**config.mk**
```make
export PLATFORM = sky130hd
export DESIGN_NAME = fctm_monitor
export DESIGN_NICKNAME = d
export VERILOG_FILES = /design/src/fctm_pkg.sv /design/src/fctm_monitor.sv
export SDC_FILE = /design/constraint.sdc
export NUM_CORES = 1
export LEC_CHECK = 0
export ABC_AREA = 0
export BUFFER_PORTS_ARGS = -buffer_cell sky130_fd_sc_hd__clkbuf_2
export CORE_MARGIN = 8
export CORE_UTILIZATION = 52
export CTS_CLUSTER_SIZE = 24
export DETAILED_ROUTE_END_ITERATION = 10
export PLACE_DENSITY = 0.77
export SLEW_MARGIN = 10
export SYNTH_ARGS = -nofsm -noshare
export SYNTH_HDL_FRONTEND = slang
export SYNTH_SLANG_ARGS = --single-unit
```
**constraint.sdc**
```tcl
create_clock -name aclk -period 3.3 [get_ports aclk]
set_input_delay 0.33 -clock aclk [delete_from_list [all_inputs] [get_ports aclk]]
set_output_delay 0.33 -clock aclk [all_outputs]
set_load 0.005 [all_outputs]
```
**src/fctm_pkg.sv**
```systemverilog
// Package for the fieldbus control timeout monitor: register map,
// field encodings, reset values and timing counts.
// Assumes a 100 MHz device clock and a 32-bit AXI4-Lite register bus.
package fctm_pkg;

    // Register byte offsets
    localparam logic [7:0]  ADDR_TIMEOUT   = 8'h00;
    localparam logic [7:0]  ADDR_ACTION    = 8'h04;
    localparam logic [7:0]  ADDR_POLICY    = 8'h08;
    localparam logic [7:0]  ADDR_RESET_TO  = 8'h0c;
    localparam logic [7:0]  ADDR_CONFIG    = 8'h10;
    localparam logic [7:0]  ADDR_STATUS    = 8'h14;
    localparam logic [7:0]  ADDR_IRQ_STAT  = 8'h18;
    localparam logic [7:0]  ADDR_IRQ_MASK  = 8'h1c;
    localparam logic [7:0]  ADDR_SETUP     = 8'h20;

    // Timeout interval in tenths of a second
    localparam logic [17:0] TIMEOUT_MIN    = 18'h0000a;
    localparam logic [17:0] TIMEOUT_MAX    = 18'h2bf20;
    localparam logic [17:0] TIMEOUT_RST    = 18'h00258;
    localparam int          TENTH_NS       = 100_000_000;
    localparam int          CLK_NS         = 10;
    localparam int          TENTH_CYCLES   = TENTH_NS / CLK_NS;

    // Timeout action selector encodings
    localparam logic [4:0]  ACT_OFF        = 5'h00;
    localparam logic [4:0]  ACT_FREEZE     = 5'h01;
    localparam logic [4:0]  ACT_STOP       = 5'h02;
    localparam logic [4:0]  ACT_JOG        = 5'h03;
    localparam logic [4:0]  ACT_MAX_SPEED  = 5'h04;
    localparam logic [4:0]  ACT_STOP_TRIP  = 5'h05;
    localparam logic [4:0]  ACT_SETUP1     = 5'h07;
    localparam logic [4:0]  ACT_SETUP4     = 5'h0a;
    localparam logic [4:0]  ACT_OVR_REL    = 5'h14;

    // End-of-timeout policy
    localparam logic        POL_HOLD       = 1'b0;
    localparam logic        POL_RESUME     = 1'b1;

    // Status / interrupt bit positions
    localparam int          EV_TIMEOUT     = 0;
    localparam int          EV_RECOVER     = 1;
    localparam int          EV_REJECT      = 2;
    localparam int          ST_LOST        = 2;
    localparam int          ST_WARN        = 3;

    localparam logic [1:0]  SETUP_RST      = 2'h0;
    localparam logic [1:0]  RESP_OKAY      = 2'b00;
    localparam logic [1:0]  RESP_SLVERR    = 2'b10;

    typedef enum logic [1:0] {
        FCTM_RUN,
        FCTM_LOST,
        FCTM_HOLD
    } fctm_state_t;

endpackage : fctm_pkg

```
**src/fctm_monitor.sv**
```systemverilog
// Fieldbus control timeout monitor with its AXI4-Lite register slave.
// Assumes all inputs synchronous to aclk; update strobes are one-cycle.
`timescale 1ns/10ps

module fctm_monitor
#(
    // Clocks per tenth of a second; only a bench should shorten it
    parameter int TICKS_PER_TENTH = fctm_pkg::TENTH_CYCLES
)
(
    // Clock and reset
    input  wire logic        aclk,
    input  wire logic        aresetn,
    // AXI4-Lite write
    input  wire logic [7:0]  s_axi_awaddr,
    input  wire logic        s_axi_awvalid,
    output logic             s_axi_awready,
    input  wire logic [31:0] s_axi_wdata,
    input  wire logic [3:0]  s_axi_wstrb,
    input  wire logic        s_axi_wvalid,
    output logic             s_axi_wready,
    output logic [1:0]       s_axi_bresp,
    output logic             s_axi_bvalid,
    input  wire logic        s_axi_bready,
    // AXI4-Lite read
    input  wire logic [7:0]  s_axi_araddr,
    input  wire logic        s_axi_arvalid,
    output logic             s_axi_arready,
    output logic [31:0]      s_axi_rdata,
    output logic [1:0]       s_axi_rresp,
    output logic             s_axi_rvalid,
    input  wire logic        s_axi_rready,
    // Network input update strobes
    input  wire logic        net_in_start_stop,
    input  wire logic        net_in_fault_reset,
    input  wire logic        net_in_control_word,
    input  wire logic        net_in_speed_setpoint,
    input  wire logic        net_in_reference_percent,
    input  wire logic        net_in_reference_hertz,
    // Drive setup and actions
    input  wire logic [1:0]  active_setup,
    output logic [1:0]       setup_select,
    output logic             setup_override,
    output logic [4:0]       action_active,
    output logic             action_pulse,
    output logic             timeout_warning,
    output logic             irq
);
    import fctm_pkg::*;

    typedef struct packed {
        logic        awready;
        logic        wready;
        logic        bvalid;
        logic [1:0]  bresp;
        logic        arready;
        logic        rvalid;
        logic [1:0]  rresp;
        logic [31:0] rdata;
        logic        aw_got;
        logic [7:0]  aw_addr;
        logic        w_got;
        logic [31:0] w_data;
        logic [17:0] timeout;
        logic [4:0]  action;
        logic        policy;
        logic        reset_to;
        logic        alt_proto;
        logic [2:0]  irq_stat;
        logic [2:0]  irq_mask;
        logic [23:0] tick_cnt;
        logic [17:0] tenth_cnt;
        fctm_state_t state;
        logic [1:0]  orig_setup;
        logic [1:0]  setup_sel;
        logic        override;
        logic [4:0]  act_active;
        logic        act_pulse;
        logic        warn;
        logic        irq;
    } fctm_regs_t;

    fctm_regs_t r_reg;
    fctm_regs_t r_next;

    logic       update_any;
    logic       is_setup_act;
    logic       wr_fire;
    logic       wr_ok;
    logic       expire;
    logic [2:0] ev;

    always_comb
    begin
        r_next = r_reg;
        ev     = 3'h0;
        wr_ok  = 1'b1;
        // Any refresh from the controller restarts the interval
        update_any = net_in_start_stop | net_in_fault_reset | net_in_control_word
                   | net_in_speed_setpoint | net_in_reference_percent
                   | net_in_reference_hertz;
        is_setup_act = (r_reg.action >= ACT_SETUP1) && (r_reg.action <= ACT_SETUP4);

        // Write address and data may arrive in either order
        if (s_axi_awvalid && r_reg.awready)
        begin
            r_next.aw_got  = 1'b1;
            r_next.aw_addr = s_axi_awaddr;
            r_next.awready = 1'b0;
        end
        if (s_axi_wvalid && r_reg.wready)
        begin
            r_next.w_got  = 1'b1;
            r_next.w_data = s_axi_wdata;
            r_next.wready = 1'b0;
        end
        wr_fire = r_reg.aw_got && r_reg.w_got && !r_reg.bvalid;

        // Self-clearing reset setting: one cycle wide when written
        r_next.reset_to = 1'b0;

        if (wr_fire)
        begin
            unique case (r_reg.aw_addr)
                ADDR_TIMEOUT:
                    // Out-of-range interval refused, old value kept
                    if (r_reg.w_data[17:0] >= TIMEOUT_MIN
                        && r_reg.w_data[17:0] <= TIMEOUT_MAX
                        && r_reg.w_data[31:18] == 14'h0)
                        r_next.timeout = r_reg.w_data[17:0];
                    else
                        wr_ok = 1'b0;
                ADDR_ACTION:
                    // Only documented codes; override release needs alt protocol
                    if (r_reg.w_data[31:5] == 27'h0
                        && (r_reg.w_data[4:0] <= ACT_STOP_TRIP
                            || (r_reg.w_data[4:0] >= ACT_SETUP1
                                && r_reg.w_data[4:0] <= ACT_SETUP4)
                            || (r_reg.w_data[4:0] == ACT_OVR_REL && r_reg.alt_proto)))
                        r_next.action = r_reg.w_data[4:0];
                    else
                        wr_ok = 1'b0;
                ADDR_POLICY:
                    r_next.policy = r_reg.w_data[0];
                ADDR_RESET_TO:
                    r_next.reset_to = r_reg.w_data[0];
                ADDR_CONFIG:
                    r_next.alt_proto = r_reg.w_data[0];
                ADDR_IRQ_MASK:
                    r_next.irq_mask = r_reg.w_data[2:0];
                default:
                    wr_ok = 1'b0;
            endcase
            // Dropping protocol invalidates a stored override release
            if (r_reg.aw_addr == ADDR_CONFIG && !r_reg.w_data[0]
                && r_reg.action == ACT_OVR_REL)
                r_next.action = ACT_OFF;
            r_next.bvalid  = 1'b1;
            r_next.bresp   = wr_ok ? RESP_OKAY : RESP_SLVERR;
            r_next.aw_got  = 1'b0;
            r_next.w_got   = 1'b0;
        end
        if (r_reg.bvalid && s_axi_bready)
        begin
            r_next.bvalid  = 1'b0;
            r_next.awready = 1'b1;
            r_next.wready  = 1'b1;
        end

        // Interval timer in tenths of a second
        expire = 1'b0;
        r_next.act_pulse = 1'b0;
        if (update_any)
        begin
            r_next.tick_cnt  = 24'h0;
            r_next.tenth_cnt = 18'h0;
        end
        else if (r_reg.state == FCTM_RUN)
        begin
            if (r_reg.tick_cnt == 24'(TICKS_PER_TENTH - 1))
            begin
                r_next.tick_cnt  = 24'h0;
                r_next.tenth_cnt = r_reg.tenth_cnt + 18'h1;
                if (r_reg.tenth_cnt + 18'h1 >= r_reg.timeout)
                    expire = 1'b1;
            end
            else
                r_next.tick_cnt = r_reg.tick_cnt + 24'h1;
        end

        unique case (r_reg.state)
            FCTM_RUN:
                if (expire && r_reg.action != ACT_OFF)
                begin
                    // Fire once; timer halts until the monitor is back in FCTM_RUN
                    r_next.state      = FCTM_LOST;
                    r_next.act_active = r_reg.action;
                    r_next.act_pulse  = 1'b1;
                    ev[EV_TIMEOUT]    = 1'b1;
                    if (is_setup_act)
                    begin
                        r_next.orig_setup = active_setup;
                        r_next.setup_sel  = 2'(r_reg.action - ACT_SETUP1);
                        r_next.override   = 1'b1;
                    end
                end
                else if (expire)
                    r_next.tenth_cnt = 18'h0;
            FCTM_LOST:
                if (update_any)
                begin
                    // Non-setup actions end on any qualifying update
                    ev[EV_RECOVER] = 1'b1;
                    if (!r_reg.override)
                    begin
                        r_next.state      = FCTM_RUN;
                        r_next.act_active = ACT_OFF;
                    end
                    else if (net_in_control_word)
                    begin
                        r_next.act_active = ACT_OFF;
                        // Policy only consulted for setup switches
                        if (r_reg.policy == POL_RESUME)
                        begin
                            r_next.state     = FCTM_RUN;
                            r_next.setup_sel = r_reg.orig_setup;
                            r_next.override  = 1'b0;
                        end
                        else
                        begin
                            r_next.state = FCTM_HOLD;
                            r_next.warn  = 1'b1;
                        end
                    end
                    else
                        ev[EV_RECOVER] = 1'b0;
                end
            FCTM_HOLD:
                if (r_reg.reset_to)
                begin
                    // Toggle of reset setting ends the hold
                    r_next.state     = FCTM_RUN;
                    r_next.setup_sel = r_reg.orig_setup;
                    r_next.override  = 1'b0;
                    r_next.warn      = 1'b0;
                end
        endcase

        // AXI4-Lite read; interrupt status read clears sticky bits, new events win
        if (s_axi_arvalid && r_reg.arready)
        begin
            r_next.arready = 1'b0;
            r_next.rvalid  = 1'b1;
            r_next.rresp   = RESP_OKAY;
            r_next.rdata   = 32'h0;
            unique case (s_axi_araddr)
                ADDR_TIMEOUT:  r_next.rdata[17:0] = r_reg.timeout;
                ADDR_ACTION:   r_next.rdata[4:0]  = r_reg.action;
                ADDR_POLICY:   r_next.rdata[0]    = r_reg.policy;
                ADDR_RESET_TO: r_next.rdata[0]    = r_reg.reset_to;
                ADDR_CONFIG:   r_next.rdata[0]    = r_reg.alt_proto;
                ADDR_STATUS:
                begin
                    r_next.rdata[1:0]    = r_reg.state;
                    r_next.rdata[ST_LOST] = (r_reg.state != FCTM_RUN);
                    r_next.rdata[ST_WARN] = r_reg.warn;
                end
                ADDR_IRQ_STAT:
                begin
                    r_next.rdata[2:0] = r_reg.irq_stat;
                    r_next.irq_stat   = 3'h0;
                end
                ADDR_IRQ_MASK: r_next.rdata[2:0]  = r_reg.irq_mask;
                ADDR_SETUP:    r_next.rdata[1:0]  = r_reg.setup_sel;
                default:       r_next.rresp       = RESP_SLVERR;
            endcase
        end
        if (r_reg.rvalid && s_axi_rready)
        begin
            r_next.rvalid  = 1'b0;
            r_next.arready = 1'b1;
        end

        ev[EV_REJECT]   = wr_fire && !wr_ok;
        r_next.irq_stat = r_next.irq_stat | ev;
        r_next.irq      = |(r_next.irq_stat & r_next.irq_mask);
    end

    always_ff @(posedge aclk)
    begin
        if (!aresetn)
        begin
            r_reg            <= '0;
            r_reg.awready    <= 1'b1;
            r_reg.wready     <= 1'b1;
            r_reg.arready    <= 1'b1;
            r_reg.timeout    <= TIMEOUT_RST;
            r_reg.action     <= ACT_OFF;
            r_reg.policy     <= POL_RESUME;
            r_reg.setup_sel  <= SETUP_RST;
            r_reg.orig_setup <= SETUP_RST;
            r_reg.state      <= FCTM_RUN;
        end
        else
            r_reg <= r_next;
    end

    assign s_axi_awready   = r_reg.awready;
    assign s_axi_wready    = r_reg.wready;
    assign s_axi_bvalid    = r_reg.bvalid;
    assign s_axi_bresp     = r_reg.bresp;
    assign s_axi_arready   = r_reg.arready;
    assign s_axi_rvalid    = r_reg.rvalid;
    assign s_axi_rresp     = r_reg.rresp;
    assign s_axi_rdata     = r_reg.rdata;
    assign setup_select    = r_reg.setup_sel;
    assign setup_override  = r_reg.override;
    assign action_active   = r_reg.act_active;
    assign action_pulse    = r_reg.act_pulse;
    assign timeout_warning = r_reg.warn;
    assign irq             = r_reg.irq;

endmodule : fctm_monitor

```
==> results.ini <==
[outcome]
status=finished, final reports clean

[power_and_ir_drop]
power_density_nw_per_um2=468
leakagePower_nw=3.80
vdd_drop_max_mv=0.446
p_total_mw=4.22

[cts]
clock_path_buffers=2
ctsHtreeMaxLevel=4
clock_latency_ns=0.42
numCtsBuffers=17
cts_tree=done
cts-root-buf=clkbuf_16
numClockSinks=156
clkSlewWorstSetupHoldPaths_ns=0.06

[drt]
wl_per_cell_um=15.4
drc_errors=0
ant_nets=0
wl_um=18700
drtIter0Drc=519
drtPass1Iterations=5
vias=6618
vias_per_cell=5.45

[placement]
hpwl_um=13400
gp_congestion=0.844
io_buffers=98
place_area_um2=8190

[setup_path]
start_kind=flip-flop
r2r_start=r_reg[15]
crit_chain=ha_4 -> nand3_2 -> nor4_4 -> and3_4 -> nand3_1 -> xnor2_1 -> ha_1 -> nand4_1 -> nor2_2 -> buf_4 -> a311oi_2 -> buf_4 -> o21ai_4 -> a21oi_2 -> buf_4 -> a22o_1
critPathKind=reg2reg
arrival_ns=3.50
cp.required_ns=3.61
r2r-end=action_active[3]
cp_slowest_cell=dfxtp_4
cp_max_fo=5
rrSetupSlack_ns=0.11
path_common_cell=buf_4
end_kind=flip-flop
reg2reg_depth=16
max_stage_delay_ns=0.37

[global_route]
grt.overflow.total=0
antenna_found_initial=0
grtUsageTotal_pct=20.0
grt_pass1_vias=6442
grt_first_pass_wirelength_um=30500
grt_max_degree=70

[flow_run]
maxCapViolations=0

[floorplan]
die_h_um=138
start_util_pct=53.2
io_pins=119
coreArea_um2=14500
die-area_um2=19000
die_x_um=138
fp-row-count=44

[final_layout]
drive_gt1_share_pct=19.9
largest_reg_flops=120
areaGrowthSynthToFinish_pct=16.8
mostFrequentLayoutCell=dfxtp_1
nets=1110
stdcell_area_um2=9030
most-common-layout-cells=149 x dfxtp_1, 147 x nand2_1, 98 x clkbuf_2
diodes=0

[min_path]
min_from=s_axi_wdata[29]
hold_depth=3
hp-class=in2reg
worstHoldEndpoint=r_reg[118]

[synthesis]
syn_inst=942
yosysWarnings=0
synth_edf_count=0
synthFlopType=dfxtp_1
syn-cell-area_um2=7730
async_flop_share_pct=0
synth-seq-cells=156
synth_cell_type_count=66
synth.yosys.seq_area_share_pct=40.4
postSynthAreaPerCell_um2=8.20

[timing]
post-route-period-util_pct=96.6
hold_viol_final=0
tightest_slew_ns=1.10
maxSlewViolCount=0
rsz0062_at_grt=yes
fin_skew_ns=0.0124
min_period_ns=3.19
setup-violations-final=0
slew_headroom_pct=26.5
clock.fmax_mhz=314

==> kinds of logic (layout without fill, tap and decap cells) <==
logic type | count (synthesis) | in the layout | share of synthesized area [%]
simple gates | 398 | 398 | 24.2
mux | 40 | 40 | 5.37
other cells | 1 | 16 | 0.0485
xor+xnor | 49 | 49 | 5.55
fa+ha+maj | 26 | 26 | 4.21
flops | 156 | 156 | 40.4
compound gates | 155 | 155 | 11.9
buf+inv | 117 | 190 | 8.37
==> layout make-up <==
type	instances	area (µm²)
tap	184	230
timing repair buffer	126	721
clock buffer	19	443
inverter	32	120
clock inverter	13	163
multi-input combinational	684	4210
fill	1264	5510
sequential	156	3140
==> critical path: cells and delay by family (launching register included) <==
family / cells / cell delay [ns]
xor gates and xnor gates: 1 / 0.17
and+or+nand+nor: 6 / 1.05
AOI/OAI and AO/OA: 4 / 0.56
adders and majority gates: 2 / 0.43
buffers and inverters: 3 / 0.50
DFF: 1 / 0.37
==> through the flow <==
| stage | util [%] | setup WS (ns) | TNS [ns] | hold WS (ns) | std cells |
|---|---|---|---|---|---|
| global placement | 56.4 | -0.0105 | -0.0455 | 0.438 | 1178 |
| CTS | 60.6 | 0.0139 | 0 | 0.116 | 1210 |
| floorplan | - | 0.0272 | 0 | 0.430 | 957 |
| finish | 62.1 | 0.112 | 0 | 0.120 | 1214 |
| global route | 62.1 | -0.104 | -0.656 | 0.117 | 1214 |
| detailed placement | 56.4 | -0.0489 | -0.232 | 0.444 | 1178 |
==> cell usage after synthesis (3+ instances only) <==
library cell  instances  area, µm²
clkbuf_1             29        109
or3_1                12       75.1
buf_2                 6       30.0
a31oi_1               4       25.0
nor3_2                4       40.0
buf_6                 3       33.8
nand2_1             150        563
xnor2_1              23        201
buf_4                43        323
nor3_1               13       65.1
a211oi_1              6       45.0
nor4bb_1              3       30.0
dfxtp_1             156       3120
o21a_1                4       30.0
a21oi_1              89        445
xor2_1               26        228
nand4_1              15       93.8
buf_1                 3       11.3
and2_1                9       56.3
a22o_1                5       43.8
o21ai_0              19       95.1
nor4_1                9       56.3
mux2i_1              37        370
nor2_1               96        360
a21o_1                4       30.0
nand2b_1              8       50.1
nand3_1              46        230
inv_1                32        120
ha_1                 26        325
and3_1               10       62.6
nor2b_1               5       31.3
==> worst max-delay path by stage <==
stage	startpoint	end	slack (ns)
floorplan	r_reg[15]	r_reg[18]	0.03
global placement	r_reg[15]	action_active[2]	-0.01
detailed placement	r_reg[15]	action_active[1]	-0.05
CTS	r_reg[17]	setup_select[0]	0.01
global route	r_reg[22]	setup_select[1]	-0.10
finish	r_reg[15]	action_active[3]	0.11
==> layer usage <==
layer / vias to the layer above / wire length (µm) / global-route usage, %
li1: 3312 / - / -
met3: 29 / 895 / 4.57
met1: 3121 / 8430 / 25.0
met2: 156 / 8960 / 33.1
met5: - / 0 / 0
met4: 0 / 403 / 7.46
==> power breakdown <==
part | switching, mW | internal [mW] | leakage, nW
sequential | 0.0438 | 1.92 | 1.27
combinational | 0.147 | 0.0971 | 2.22
clock | 0.798 | 1.21 | 0.302
==> repair_timing <==
action | 4_1_cts | 5_1_grt
pin swaps | 1 | 21
setup buffers | 0 | 4
hold endpoints to repair | 0 | 0
resized for setup | 2 | 46
hold buffers | 0 | 0
setup endpoints to repair | 12 | 32
(Power assumes the default switching activity.)
